--- config.mk ---
export PLATFORM = sky130hd
export DESIGN_NAME = abse_core
export DESIGN_NICKNAME = d
export VERILOG_FILES = /design/src/pkg/abse_pkg.sv /design/src/core/abse_addsub.sv /design/src/core/abse_core.sv
export VERILOG_INCLUDE_DIRS = /design/src /design/src/pkg
export SDC_FILE = /design/constraint.sdc
export NUM_CORES = 1
export LEC_CHECK = 0
export ABC_CLOCK_PERIOD_IN_PS = 13700
export BUFFER_PORTS_ARGS = -buffer_cell sky130_fd_sc_hd__buf_2
export CAP_MARGIN = 20
export CORE_MARGIN = 4
export CORE_UTILIZATION = 45
export CTS_CLUSTER_SIZE = 40
export DETAILED_ROUTE_END_ITERATION = 8
export MAX_ROUTING_LAYER = met4
export PLACE_DENSITY = 0.66
export SLEW_MARGIN = 10
export SYNTH_ARGS = -nofsm -noshare
export SYNTH_HDL_FRONTEND = slang
export SYNTH_SLANG_ARGS = --single-unit
--- constraint.sdc ---
create_clock -name core_clk -period 13.7 [get_ports core_clk]
set_input_delay 2.055 -clock core_clk [delete_from_list [all_inputs] [get_ports core_clk]]
set_output_delay 2.055 -clock core_clk [all_outputs]
set_load 0.05 [all_outputs]
--- src/pkg/abse_map.svh ---
/*
  Constants of the execution block: flag positions, flag masks, reset values,
  cycle counts and program counter steps.
  Assumes it is included by the design files that need these numbers.
*/
`ifndef ABSE_MAP_SVH
`define ABSE_MAP_SVH

// =====================================================================
// Flag register layout
`define ABSE_FL_C 0
`define ABSE_FL_Z 1
`define ABSE_FL_N 2
`define ABSE_FL_V 3
`define ABSE_FL_S 4
`define ABSE_FL_H 5
`define ABSE_FL_I 7
`define ABSE_FLAG_RST 8'h00
`define ABSE_PC_RST 16'h0000

// =====================================================================
// Flag masks, one bit per flag that an operation writes
`define ABSE_MASK_NONE 8'h00
`define ABSE_MASK_ARITH 8'h2f
`define ABSE_MASK_WORD 8'h1f
`define ABSE_MASK_LOGIC 8'h0e
`define ABSE_MASK_INVERT 8'h0f
`define ABSE_MASK_IEXIT 8'h80

// =====================================================================
// Cycle counts and program counter steps
`define ABSE_CYC_ONE 3'h1
`define ABSE_CYC_TWO 3'h2
`define ABSE_CYC_THREE 3'h3
`define ABSE_CYC_FOUR 3'h4
`define ABSE_STEP_ONE 2'h1
`define ABSE_STEP_SHORT 2'h2
`define ABSE_STEP_LONG 2'h3
`define ABSE_ONES 8'hff

`endif

--- src/pkg/abse_pkg.sv ---
/*
  Types of the execution block: operation codes and controller states.
  Assumes the decoder presents one of these codes with each operation.
*/
package abse_pkg;

    // =================================================================
    // Operation codes
    typedef enum logic [5:0] {
        ABSE_OP_SUM = 6'h00,
        ABSE_OP_SUM_CARRY = 6'h01,
        ABSE_OP_DIFF = 6'h02,
        ABSE_OP_DIFF_BORROW = 6'h03,
        ABSE_OP_WORD_SUM = 6'h04,
        ABSE_OP_WORD_DIFF = 6'h05,
        ABSE_OP_INTERSECT = 6'h06,
        ABSE_OP_UNION = 6'h07,
        ABSE_OP_EXCL_UNION = 6'h08,
        ABSE_OP_INVERT = 6'h09,
        ABSE_OP_TWOS = 6'h0a,
        ABSE_OP_SET_MASK = 6'h0b,
        ABSE_OP_CLEAR_MASK = 6'h0c,
        ABSE_OP_PLUS_ONE = 6'h0d,
        ABSE_OP_MINUS_ONE = 6'h0e,
        ABSE_OP_PROBE = 6'h0f,
        ABSE_OP_ZERO_REG = 6'h10,
        ABSE_OP_FILL_ONES = 6'h11,
        ABSE_OP_REL_JUMP = 6'h12,
        ABSE_OP_PTR_JUMP = 6'h13,
        ABSE_OP_REL_CALL = 6'h14,
        ABSE_OP_PTR_CALL = 6'h15,
        ABSE_OP_CALL_EXIT = 6'h16,
        ABSE_OP_INT_EXIT = 6'h17,
        ABSE_OP_CMP_SKIP_EQ = 6'h18,
        ABSE_OP_COMPARE = 6'h19,
        ABSE_OP_COMPARE_CARRY = 6'h1a,
        ABSE_OP_SKIP_REG_CLR = 6'h1b,
        ABSE_OP_SKIP_REG_ONE = 6'h1c,
        ABSE_OP_SKIP_IO_CLR = 6'h1d,
        ABSE_OP_SKIP_IO_ONE = 6'h1e,
        ABSE_OP_BRANCH_ONE = 6'h1f,
        ABSE_OP_BRANCH_ZERO = 6'h20
    } abse_op_t;

    // =================================================================
    // Controller states
    typedef enum logic [0:0] {
        ABSE_ST_IDLE = 1'b0,
        ABSE_ST_WAIT = 1'b1
    } abse_state_t;

endpackage : abse_pkg

--- src/core/abse_addsub.sv ---
/*
  Adder and subtractor with carry, half carry and overflow outputs.
  Assumes W is at least 4; carry reads as borrow when subtracting.
*/
`timescale 1ns/1ps
`default_nettype none

module abse_addsub #(
    parameter int W = 8
) (
    input wire logic [W-1:0] a,
    input wire logic [W-1:0] b,
    input wire logic cin,
    input wire logic sub,
    output logic [W-1:0] sum,
    output logic carry,
    output logic half,
    output logic ovf
);
    logic [W:0] full;
    logic [4:0] nib;

    assign full = sub ? ({1'b0, a} - {1'b0, b} - {{W{1'b0}}, cin})
                      : ({1'b0, a} + {1'b0, b} + {{W{1'b0}}, cin});
    assign nib = sub ? ({1'b0, a[3:0]} - {1'b0, b[3:0]} - {4'h0, cin})
                     : ({1'b0, a[3:0]} + {1'b0, b[3:0]} + {4'h0, cin});
    assign sum = full[W-1:0];
    assign carry = full[W];
    assign half = nib[4];
    // Signed overflow: operand signs versus result sign.
    assign ovf = sub ? ((a[W-1] != b[W-1]) && (sum[W-1] != a[W-1]))
                     : ((a[W-1] == b[W-1]) && (sum[W-1] != a[W-1]));

endmodule : abse_addsub

`default_nettype wire

--- src/core/abse_core.sv ---
/*
  Execution block: arithmetic, logic, jump, call, exit, compare, skip and
  branch operations with flag register and program counter.
  Assumes the decoder holds operands steady while op_valid is high and
  busy_r is low, and that the register file writes back on res_we_r.
*/
`timescale 1ns/1ps
`default_nettype none
`include "abse_map.svh"

module abse_core
    import abse_pkg::*;
#(
    parameter int PC_W = 16,
    parameter int OFS_W = 12
) (
    input wire logic core_clk,
    input wire logic rst,
    input wire logic op_valid,
    input wire abse_op_t op,
    input wire logic use_const,
    input wire logic [7:0] rd_val,
    input wire logic [7:0] rd_hi,
    input wire logic [7:0] rr_val,
    input wire logic [7:0] imm,
    input wire logic [2:0] bit_sel,
    input wire logic [7:0] io_val,
    input wire logic [OFS_W-1:0] rel_ofs,
    input wire logic [PC_W-1:0] z_ptr,
    input wire logic [PC_W-1:0] stack_pc,
    input wire logic next_two_word,
    output logic busy_r,
    output logic done_r,
    output logic [7:0] res_r,
    output logic [7:0] res_hi_r,
    output logic res_we_r,
    output logic res_wide_r,
    output logic [7:0] flag_r,
    output logic [PC_W-1:0] pc_r,
    output logic push_r,
    output logic [PC_W-1:0] push_pc_r,
    output logic pop_r
);
    // =================================================================
    // Operand selection
    abse_state_t state_r;
    abse_state_t state_nxt;
    logic acc;
    logic [7:0] opb;
    logic is_sub;
    logic use_cin;
    logic [7:0] a8;
    logic [7:0] b8;
    logic [7:0] ar8;
    logic ac8;
    logic ah8;
    logic av8;
    logic [15:0] ar16;
    logic ac16;
    logic av16;
    logic [PC_W-1:0] pc_inc;
    logic [PC_W-1:0] pc_rel;
    logic skip_hit;
    logic [PC_W-1:0] skip_pc;
    logic [2:0] skip_cyc;
    logic br_hit;

    assign acc = op_valid && (state_r == ABSE_ST_IDLE);
    assign opb = use_const ? imm : rr_val;
    assign is_sub = op inside {ABSE_OP_DIFF, ABSE_OP_DIFF_BORROW, ABSE_OP_COMPARE,
                               ABSE_OP_COMPARE_CARRY, ABSE_OP_TWOS, ABSE_OP_MINUS_ONE};
    assign use_cin = op inside {ABSE_OP_SUM_CARRY, ABSE_OP_DIFF_BORROW,
                                ABSE_OP_COMPARE_CARRY};
    assign a8 = (op == ABSE_OP_TWOS) ? 8'h00 : rd_val;
    assign b8 = (op == ABSE_OP_TWOS) ? rd_val :
                (op inside {ABSE_OP_PLUS_ONE, ABSE_OP_MINUS_ONE}) ? 8'h01 : opb;

    abse_addsub #(.W(8)) u_alu8 (
        .a(a8),
        .b(b8),
        .cin(use_cin & flag_r[`ABSE_FL_C]),
        .sub(is_sub),
        .sum(ar8),
        .carry(ac8),
        .half(ah8),
        .ovf(av8)
    );

    // The word constant is six bits wide; upper immediate bits are dropped.
    abse_addsub #(.W(16)) u_alu16 (
        .a({rd_hi, rd_val}),
        .b({10'h000, imm[5:0]}),
        .cin(1'b0),
        .sub(op == ABSE_OP_WORD_DIFF),
        .sum(ar16),
        .carry(ac16),
        .half(),
        .ovf(av16)
    );

    // =================================================================
    // Program counter targets
    assign pc_inc = pc_r + PC_W'(`ABSE_STEP_ONE);
    assign pc_rel = pc_r + PC_W'($signed(rel_ofs)) + PC_W'(`ABSE_STEP_ONE);
    assign skip_hit = (op == ABSE_OP_CMP_SKIP_EQ) ? (rd_val == rr_val) :
                      (op == ABSE_OP_SKIP_REG_CLR) ? !rr_val[bit_sel] :
                      (op == ABSE_OP_SKIP_REG_ONE) ? rr_val[bit_sel] :
                      (op == ABSE_OP_SKIP_IO_CLR) ? !io_val[bit_sel] :
                      (op == ABSE_OP_SKIP_IO_ONE) ? io_val[bit_sel] : 1'b0;
    assign skip_pc = !skip_hit ? pc_inc :
                     next_two_word ? pc_r + PC_W'(`ABSE_STEP_LONG) :
                     pc_r + PC_W'(`ABSE_STEP_SHORT);
    assign skip_cyc = !skip_hit ? `ABSE_CYC_ONE :
                      next_two_word ? `ABSE_CYC_THREE : `ABSE_CYC_TWO;
    assign br_hit = (op == ABSE_OP_BRANCH_ONE) ? flag_r[bit_sel] :
                    (op == ABSE_OP_BRANCH_ZERO) ? !flag_r[bit_sel] : 1'b0;

    // =================================================================
    // Per-operation result, flags, target and cycle count
    logic [7:0] f_res;
    logic [7:0] f_hi;
    logic f_we;
    logic f_wide;
    logic [7:0] f_mask;
    logic f_c;
    logic f_h;
    logic f_v;
    logic f_z;
    logic f_n;
    logic [7:0] f_flags;
    logic [PC_W-1:0] f_pc;
    logic [2:0] f_cyc;
    logic f_push;
    logic f_pop;

    always_comb begin
        f_res = ar8;
        f_hi = 8'h00;
        f_we = 1'b1;
        f_wide = 1'b0;
        f_mask = `ABSE_MASK_ARITH;
        f_c = ac8;
        f_h = ah8;
        f_v = av8;
        f_pc = pc_inc;
        f_cyc = `ABSE_CYC_ONE;
        f_push = 1'b0;
        f_pop = 1'b0;
        case (op)
            ABSE_OP_WORD_SUM, ABSE_OP_WORD_DIFF: begin
                f_res = ar16[7:0];
                f_hi = ar16[15:8];
                f_wide = 1'b1;
                f_mask = `ABSE_MASK_WORD;
                f_c = ac16;
                f_v = av16;
                f_cyc = `ABSE_CYC_TWO;
            end
            ABSE_OP_INTERSECT, ABSE_OP_PROBE: begin
                f_res = rd_val & ((op == ABSE_OP_PROBE) ? rd_val : opb);
                f_mask = `ABSE_MASK_LOGIC;
                f_v = 1'b0;
            end
            ABSE_OP_UNION, ABSE_OP_SET_MASK: begin
                // The mask form always takes the constant, whatever use_const says.
                f_res = rd_val | ((op == ABSE_OP_SET_MASK) ? imm : opb);
                f_mask = `ABSE_MASK_LOGIC;
                f_v = 1'b0;
            end
            ABSE_OP_EXCL_UNION, ABSE_OP_ZERO_REG: begin
                f_res = rd_val ^ ((op == ABSE_OP_ZERO_REG) ? rd_val : opb);
                f_mask = `ABSE_MASK_LOGIC;
                f_v = 1'b0;
            end
            ABSE_OP_CLEAR_MASK: begin
                f_res = rd_val & (`ABSE_ONES - imm);
                f_mask = `ABSE_MASK_LOGIC;
                f_v = 1'b0;
            end
            ABSE_OP_INVERT: begin
                f_res = `ABSE_ONES - rd_val;
                f_mask = `ABSE_MASK_INVERT;
                f_c = 1'b1;
                f_v = 1'b0;
            end
            ABSE_OP_PLUS_ONE, ABSE_OP_MINUS_ONE: begin
                f_mask = `ABSE_MASK_LOGIC;
            end
            ABSE_OP_FILL_ONES: begin
                f_res = `ABSE_ONES;
                f_mask = `ABSE_MASK_NONE;
            end
            ABSE_OP_COMPARE, ABSE_OP_COMPARE_CARRY: begin
                f_we = 1'b0;
            end
            ABSE_OP_REL_JUMP, ABSE_OP_REL_CALL: begin
                f_we = 1'b0;
                f_mask = `ABSE_MASK_NONE;
                f_pc = pc_rel;
                f_push = (op == ABSE_OP_REL_CALL);
                f_cyc = f_push ? `ABSE_CYC_THREE : `ABSE_CYC_TWO;
            end
            ABSE_OP_PTR_JUMP, ABSE_OP_PTR_CALL: begin
                f_we = 1'b0;
                f_mask = `ABSE_MASK_NONE;
                f_pc = z_ptr;
                f_push = (op == ABSE_OP_PTR_CALL);
                f_cyc = f_push ? `ABSE_CYC_THREE : `ABSE_CYC_TWO;
            end
            ABSE_OP_CALL_EXIT, ABSE_OP_INT_EXIT: begin
                f_we = 1'b0;
                f_mask = (op == ABSE_OP_INT_EXIT) ? `ABSE_MASK_IEXIT : `ABSE_MASK_NONE;
                f_pc = stack_pc;
                f_pop = 1'b1;
                f_cyc = `ABSE_CYC_FOUR;
            end
            ABSE_OP_CMP_SKIP_EQ, ABSE_OP_SKIP_REG_CLR, ABSE_OP_SKIP_REG_ONE,
            ABSE_OP_SKIP_IO_CLR, ABSE_OP_SKIP_IO_ONE: begin
                f_we = 1'b0;
                f_mask = `ABSE_MASK_NONE;
                f_pc = skip_pc;
                f_cyc = skip_cyc;
            end
            ABSE_OP_BRANCH_ONE, ABSE_OP_BRANCH_ZERO: begin
                f_we = 1'b0;
                f_mask = `ABSE_MASK_NONE;
                f_pc = br_hit ? pc_rel : pc_inc;
                f_cyc = br_hit ? `ABSE_CYC_TWO : `ABSE_CYC_ONE;
            end
            default: begin
            end
        endcase
        f_z = f_wide ? ({f_hi, f_res} == 16'h0000) : (f_res == 8'h00);
        f_n = f_wide ? f_hi[7] : f_res[7];
        // Only masked flags change; the rest hold their old value.
        f_flags = (flag_r & ~f_mask)
                | ({1'b1, 1'b0, f_h, f_n ^ f_v, f_v, f_n, f_z, f_c} & f_mask);
    end

    // =================================================================
    // Controller: multi-cycle results wait in pending flops until the last cycle
    logic [2:0] cnt_r;
    logic [2:0] cnt_nxt;
    logic [7:0] p_res_r;
    logic [7:0] p_hi_r;
    logic p_we_r;
    logic p_wide_r;
    logic [7:0] p_flags_r;
    logic [PC_W-1:0] p_pc_r;
    logic p_push_r;
    logic p_pop_r;
    logic commit;
    logic from_p;

    assign from_p = (state_r == ABSE_ST_WAIT);
    assign commit = (acc && f_cyc == `ABSE_CYC_ONE) || (from_p && cnt_r == `ABSE_CYC_ONE);
    assign state_nxt = (acc && f_cyc != `ABSE_CYC_ONE) ? ABSE_ST_WAIT :
                       (from_p && cnt_r == `ABSE_CYC_ONE) ? ABSE_ST_IDLE : state_r;
    assign cnt_nxt = acc ? f_cyc - 3'h1 : from_p ? cnt_r - 3'h1 : cnt_r;

    always_ff @(posedge core_clk) begin
        if (rst) begin
            state_r <= ABSE_ST_IDLE;
            cnt_r <= 3'h0;
            busy_r <= 1'b0;
        end else begin
            state_r <= state_nxt;
            cnt_r <= cnt_nxt;
            busy_r <= (state_nxt == ABSE_ST_WAIT);
        end
    end

    always_ff @(posedge core_clk) begin
        if (acc) begin
            p_res_r <= f_res;
            p_hi_r <= f_hi;
            p_we_r <= f_we;
            p_wide_r <= f_wide;
            p_flags_r <= f_flags;
            p_pc_r <= f_pc;
            p_push_r <= f_push;
            p_pop_r <= f_pop;
        end
    end

    always_ff @(posedge core_clk) begin
        if (rst) begin
            done_r <= 1'b0;
            res_r <= 8'h00;
            res_hi_r <= 8'h00;
            res_we_r <= 1'b0;
            res_wide_r <= 1'b0;
            flag_r <= `ABSE_FLAG_RST;
            pc_r <= PC_W'(`ABSE_PC_RST);
            push_r <= 1'b0;
            push_pc_r <= PC_W'(`ABSE_PC_RST);
            pop_r <= 1'b0;
        end else begin
            done_r <= commit;
            res_we_r <= commit && (from_p ? p_we_r : f_we);
            push_r <= commit && (from_p ? p_push_r : f_push);
            pop_r <= commit && (from_p ? p_pop_r : f_pop);
            if (commit) begin
                res_r <= from_p ? p_res_r : f_res;
                res_hi_r <= from_p ? p_hi_r : f_hi;
                res_wide_r <= from_p ? p_wide_r : f_wide;
                flag_r <= from_p ? p_flags_r : f_flags;
                pc_r <= from_p ? p_pc_r : f_pc;
                push_pc_r <= pc_r + PC_W'(`ABSE_STEP_ONE);
            end
        end
    end
endmodule : abse_core

`default_nettype wire

==> flow_summary.yaml, run 1 <==
floorplanning:
  rows: 53
  io_pins: 160
  coreArea_sq_um: 21220
  start_util: 0.4618
  fp.dieW_microns: 155.6
  die-area_sq_um: 24200
  die_h_microns: 155.6
outcome:
  status: "finished, final reports clean"
grt:
  track_usage: 0.2603
  grt-ovfl-total: 0
  grt_antenna_before_repair: 0
  grt_pass1_wl_microns: 48850
  grt_pass1_vias: 8812
  grt_max_degree: 89
setup_path:
  cp.required_ps: 13980
  path_buf_inv: 4
  critical-path-max-stage-delay_ps: 520
  slowest_stage: "or4_1"
  worst-setup-path-type: "primary input to register"
  end_kind: "register"
  worstRegToRegCells: 11
  reg2reg_slack_ps: 9800
  r2r-end: "pc_r[3]$_SDFFE_PP0P_"
  crit_path_start_kind: "primary input"
  worstPathMaxFanout: 29
  worstPathCellList: "buf_2 -> nor2b_1 -> nand2_1 -> buf_4 -> inv_2 -> nand2_1 -> o21ai_0 -> inv_1 -> ha_1 -> nor2b_1 -> o31ai_1 -> a21o_1 -> nor2_1 -> a211o_1 -> or4_1 -> nor4_1 -> o2111ai_1 -> a211oi_1"
  crit_arrival_ps: 6740
  r2r-start: "flag_r[4]$_SDFFE_PP0P_"
  critPathTopFamily: "compound AO/OA/AOI/OAI gates"
finish:
  nets: 1449
  regArea_sq_um: 2624
  area_growth_syn_to_layout_pct: 12.03
  drive_gt1_frac: 0.1690
  fill_cells: 2110
  antenna_cells: 0
  design_area_sq_um: 10980
  instances_no_fill: 1565
  multi_input_area_sq_um: 6619
placed_design:
  dp.cells: 1549
  dp_hpwl_microns: 24070
  placed_cell_area_sq_um: 10660
  io_buffers: 159
  gp_congestion: 0.9800
timing:
  slew_headroom: 0.2698
  finalSetupViolations: 0
  tns_ps: 0
  fin_worst_skew_ps: 19.42
  rsz0062_at_grt: "no"
  tightestPinTransition_ps: 1068
  fin_crit_ps: 6461
  drv_slew: 0
  hold_viol: 0
  max_freq_mhz: 154.8
  fin_crit_sh: 0.4716
yosys:
  ys_ff_latch: 109
  seq_area_frac_synth: 0.2676
  async_flop_share: 0
  synthTopCellsByArea: "edfxtp_1, dfxtp_1, ha_1"
  syn_avg_cell_area_sq_um: 8.326
  synth_edf_count: 44
  synth_area_leader_cell: "edfxtp_1"
  synth.distinct_cells: 92
  synth_top_area_frac: 0.1348
  synth_flop_cell: "dfxtp_1"
  syn_inst: 1177
  synth_warnings: 0
  syn_area_sq_um: 9799
  synth_nets: 1341
cts:
  cts_resized: 0
  cts_hold_buf: 0
  clk_path_buf_depth: 2
  cts_buffers: 9
  clk_pin_slew_worst_paths_ps: 90
  cts_setup_buffers: 0
  numClockSinks: 109
  cts_tree: "yes"
  clk_latency_ps: 360
  cts_root_buf: "clkbuf_16"
  h-tree-depth: 3
pwr:
  p_per_area_nw_per_um2: 99.45
  p_leak_nw: 4.571
  total_power_mw: 1.092
  irDropWorstVdd_uv: 61.96
route:
  dr_total_vias: 9656
  via_per_inst: 6.170
  drt-initial-drc-count: 968
  dr.pass1.iters: 7
  postRouteWirelength_microns: 31990
  drc: 0
  wl_per_cell_microns: 20.44
  drtAntennaViolNets: 0
worst_hold_path:
  whs_endpoint: "push_pc_r[1]$_SDFFE_PP0P_"
  min_path_cells: 2
  hp-class: "register to register"
  hold_path_startpoint: "push_pc_r[1]$_SDFFE_PP0P_"
flow_run:
  maxCapViolCount: 0
metrics by stage:
stage            util  hold WS, ps  setup WS [ps]
2_1_floorplan       -        445.0           7904
3_3_place_gp   0.5025        439.3           6906
3_5_place_dp   0.5025        457.9           6852
4_1_cts        0.5173        470.3           7207
5_1_grt        0.5173        482.9           6855
6_report       0.5173        462.1           7239
report_power, final:
part	internal [mW]	switching [mW]	leakage (nW)
Combinational	0.143	0.275	3.45
Clock	0.131	0.138	0.152
Sequential	0.377	0.0273	0.972
Total	0.651	0.441	4.57
sequential cells by signal (all words and copies together) (netlist names), 3 cells and up:
signal / count
pc_r: 16
res_r: 8
p_hi_r: 8
p_flags_r: 8
p_res_r: 8
res_hi_r: 8
flag_r: 8
cnt_r: 3
p_pc_r: 16
push_pc_r: 16
cell families (layout without fill, tap and decap cells):
group	Yosys count	in the layout	share of synthesized area
AO/OA/AOI/OAI	343	343	0.2541
XOR/XNOR	65	65	0.05810
adder cells (fa/ha/maj)	66	66	0.08887
buffers and inverters	130	243	0.05899
flip-flops	109	109	0.2676
multiplexers	51	51	0.06448
AND/OR/NAND/NOR	413	413	0.2079
layout make-up:
| cell class | count | area share |
|---|---|---|
| flip-flops and latches | 109 | 0.2390 |
| repair buffers | 166 | 0.07727 |
| clock inverters | 7 | 0.008092 |
| well taps | 275 | 0.03134 |
| inverters | 61 | 0.02086 |
| clock buffers | 9 | 0.02052 |
| multi-input cells | 938 | 0.6029 |
per-layer routing:
metal  global-route usage  vias to the layer above  part of all wire
li1                     -                     4644                 -
met4              0.09045                        0             0.029
met3              0.03856                       58             0.075
met5                    -                        -                 0
met1               0.3450                     4543              0.44
met2               0.4080                      411              0.46
how the worst max path moves through the flow:
stage | startpoint | endpoint | cells past startpoint
floorplan | op[1] | flag_r[1]$_SDFFE_PP0P_ | 19
global placement | op[2] | flag_r[1]$_SDFFE_PP0P_ | 18
detailed placement | op[2] | flag_r[1]$_SDFFE_PP0P_ | 18
CTS | op[2] | flag_r[1]$_SDFFE_PP0P_ | 18
global route | op[2] | flag_r[1]$_SDFFE_PP0P_ | 18
finish | op[2] | flag_r[1]$_SDFFE_PP0P_ | 18
cells in the final DEF (no fill, tap or decap), types with 38 or more instances in the layout:
master	count
a211oi_1	38
a21oi_1	54
buf_2	159
dfxtp_1	64
edfxtp_1	44
ha_1	60
inv_1	59
nand2_1	108
nor2_1	109
nor3_1	41
o21ai_0	46
xnor2_1	38
worst min-delay path: stages (launching register included):
cell and delay (ps):
dfxtp_1 320, nand2_1 50, a21oi_1 50
Yosys cell counts (all sizes together), types with 11 or more instances:
| master | number |
|---|---|
| o211ai | 16 |
| a21o | 13 |
| and2 | 12 |
| inv | 60 |
| nand4 | 15 |
| a31oi | 12 |
| nor2 | 110 |
| nor3 | 44 |
| nand3 | 29 |
| a211oi | 38 |
| a21oi | 56 |
| and3 | 11 |
| edfxtp | 44 |
| nand2b | 18 |
| buf | 29 |
| clkbuf | 40 |
| nand2 | 109 |
| xor2 | 27 |
| ha | 60 |
| o31ai | 24 |
| nor2b | 16 |
| o21ai | 52 |
| mux2i | 36 |
| dfxtp | 65 |
| o21a | 17 |
| o221ai | 11 |
| xnor2 | 38 |
Note: power is estimated with default switching activity, not from simulation.
==> run 2, diff against run 1 <==
--- a/config.mk
+++ b/config.mk
@@ -6,7 +6,7 @@
 export SDC_FILE = /design/constraint.sdc
 export NUM_CORES = 1
 export LEC_CHECK = 0
-export ABC_CLOCK_PERIOD_IN_PS = 13700
+export ABC_CLOCK_PERIOD_IN_PS = 6100
 export BUFFER_PORTS_ARGS = -buffer_cell sky130_fd_sc_hd__buf_2
 export CAP_MARGIN = 20
 export CORE_MARGIN = 4
==> constraint.sdc (replaced) <==
create_clock -name core_clk -period 6.1 [get_ports core_clk]
set_input_delay 0.915 -clock core_clk [delete_from_list [all_inputs] [get_ports core_clk]]
set_output_delay 0.915 -clock core_clk [all_outputs]
set_load 0.05 [all_outputs]
==> run 2 against run 1 <==
Against the previous run: largest cell class unchanged; via count is 0.33% lower; global-route usage is 0.40 points lower; wire length is 2.3% lower; non-clock buffer count is 6 higher; final cell count is 0.38% higher; largest power group unchanged.
==> flow_summary.yaml, run 2 (synthesis gave the netlist of run 1 again) <==
flow_run:
  maxCapViolCount: 0
finish:
  largestRegisters: "p_pc_r (16), pc_r (16), push_pc_r (16)"
  area_growth_syn_to_layout_pct: 12.64
  design_area_sq_um: 11040
  drive_gt1_frac: 0.1721
  fin_util: 0.5202
  antenna_cells: 0
  layout_common_cells: "buf_2, nor2_1, nand2_1, dfxtp_1, ha_1"
  layout_commonest_cell: "buf_2"
  nets: 1455
route:
  dr.pass1.iters: 5
  drtAntennaViolNets: 0
  drt-initial-drc-count: 879
  drc: 0
  wl_per_cell_microns: 19.90
  postRouteWirelength_microns: 31270
  dr_total_vias: 9624
  via_per_inst: 6.126
floorplanning:
  rows: 53
  fp.dieW_microns: 155.6
  io_pins: 160
  start_util: 0.4618
  die_h_microns: 155.6
  die-area_sq_um: 24200
  coreArea_sq_um: 21220
pwr:
  power_frac_clock: 0.255
  combPwrFrac: 0.379
  power_switching_uw: 998.9
  p_leak_nw: 4.606
  irDropWorstVdd_uv: 126.8
  p_seq_frac: 0.366
  intPower_mw: 1.479
  p_per_area_nw_per_um2: 224.5
  swShare: 0.4031
setup_path:
  reg2reg_slack_ps: 2640
  worst-setup-path-type: "primary input to register"
  crit_path_start_kind: "primary input"
  worstRegToRegCells: 12
  critical-path-max-stage-delay_ps: 690
  end_kind: "register"
  crit_arrival_ps: 5280
  critPathTopFamily: "simple AND/OR/NAND/NOR gates"
  path_buf_inv: 1
  r2r-start: "flag_r[4]$_SDFFE_PP0P_"
  slowest_stage: "or4b_1"
  worstPathCellList: "buf_2 -> or4b_1 -> nor2_1 -> nand2_1 -> o21ai_0 -> ha_1 -> ha_1 -> a2111oi_0 -> nor2_1 -> xnor2_1 -> nor2_1 -> o32a_1 -> nor4b_1 -> o2111ai_1 -> a211oi_1"
  crit_cells: 15
  r2r-end: "pc_r[3]$_SDFFE_PP0P_"
  crit_top_cell: "nor2_1"
  worstPathMaxFanout: 29
  cp.required_ps: 6370
timing:
  slew_headroom: 0.3489
  fin_crit_sh: 0.8217
  drv_slew: 0
  hold_ws_ps: 476.3
  tightestPinTransition_ps: 952.1
  rsz0062_at_grt: "no"
  max_freq_mhz: 199.5
  fin_crit_ps: 5012
  hold_viol: 0
  tns_ps: 0
  fin_worst_skew_ps: 16.01
  finalSetupViolations: 0
placed_design:
  dp_hpwl_microns: 23640
  gp_congestion: 0.9621
  io_buffers: 159
  placed_cell_area_sq_um: 10720
cts:
  cts_resized: 0
  numClockSinks: 109
  cts_root_buf: "clkbuf_16"
  cts_tree: "yes"
  clk_latency_ps: 360
  cts_buffers: 9
  h-tree-depth: 3
  clk_pin_slew_worst_paths_ps: 90
  cts_hold_buf: 0
  clk_path_buf_depth: 2
  cts_setup_buffers: 0
grt:
  grt_pass1_wl_microns: 48920
  grt_max_degree: 70
  track_usage: 0.2562
  grt_pass1_vias: 9014
  grt-ovfl-total: 0
  grt_antenna_before_repair: 0
worst_hold_path:
  whs_endpoint: "push_pc_r[1]$_SDFFE_PP0P_"
  hp-class: "register to register"
  hold_path_startpoint: "push_pc_r[1]$_SDFFE_PP0P_"
  min_path_cells: 2
outcome:
  status: "finished, final reports clean"
## run 2: changes by cell type in the layout (fill, tap and decap cells not counted), sizes merged
| cell | change |
|---|---|
| buf | +6 |
| clkinv | -3 |
| inv | +3 |
## run 2: through the flow
step | power (mW) | setup WS [ps] | std cells
2_1_floorplan | 1.601 | 1444 | 1177
3_3_place_gp | 1.846 | 807.8 | 1555
3_5_place_dp | 1.853 | 830.1 | 1555
4_1_cts | 2.481 | 1172 | 1571
5_1_grt | 2.606 | 768.3 | 1571
6_report | 2.478 | 1088 | 1571
## run 2: worst max path at each step
stage	from	end	slack (ps)
finish	op[2]	flag_r[1]$_SDFFE_PP0P_	1090
global route	op[2]	flag_r[3]$_SDFFE_PP0P_	770
CTS	op[2]	flag_r[1]$_SDFFE_PP0P_	1170
detailed placement	op[2]	flag_r[1]$_SDFFE_PP0P_	830
global placement	op[2]	flag_r[1]$_SDFFE_PP0P_	810
floorplan	op[1]	flag_r[1]$_SDFFE_PP0P_	1440
## run 2: layer usage
| metal | part of all wire | global-route usage | vias up |
|---|---|---|---|
| met5 | 0 | - | - |
| met4 | 0.027 | 0.07753 | 0 |
| li1 | - | - | 4649 |
| met1 | 0.45 | 0.3419 | 4568 |
| met2 | 0.46 | 0.4128 | 353 |
| met3 | 0.062 | 0.02691 | 54 |
## run 2: worst register-to-register path, stage by stage, from the launching register on
cell and delay, ps:
dfxtp_1 410, mux4_1 570, mux2i_4 200, mux2i_1 190, a2111oi_2 500, inv_1 90, ha_1 220, nand3_1 270
and2_1 210, buf_4 250, nor3_1 80, a31oi_1 160, a21bo_2 230
## run 2: layout make-up
class | count | area, sq um
clock buffers | 9 | 225.2
clock inverters | 7 | 96.34
fillers | 2110 | 10180
inverters | 61 | 229.0
multi-input cells | 938 | 6614
flip-flops and latches | 109 | 2624
well taps | 275 | 344.1
repair buffers | 172 | 905.9
## run 2: power groups by stage
stage	Clock, mW	Combinational (mW)	Sequential (mW)
floorplan	0	0.553	1.05
global placement	0	0.923	0.922
detailed placement	0	0.928	0.925
CTS	0.640	0.934	0.908
global route	0.666	1.02	0.917
finish	0.631	0.939	0.908
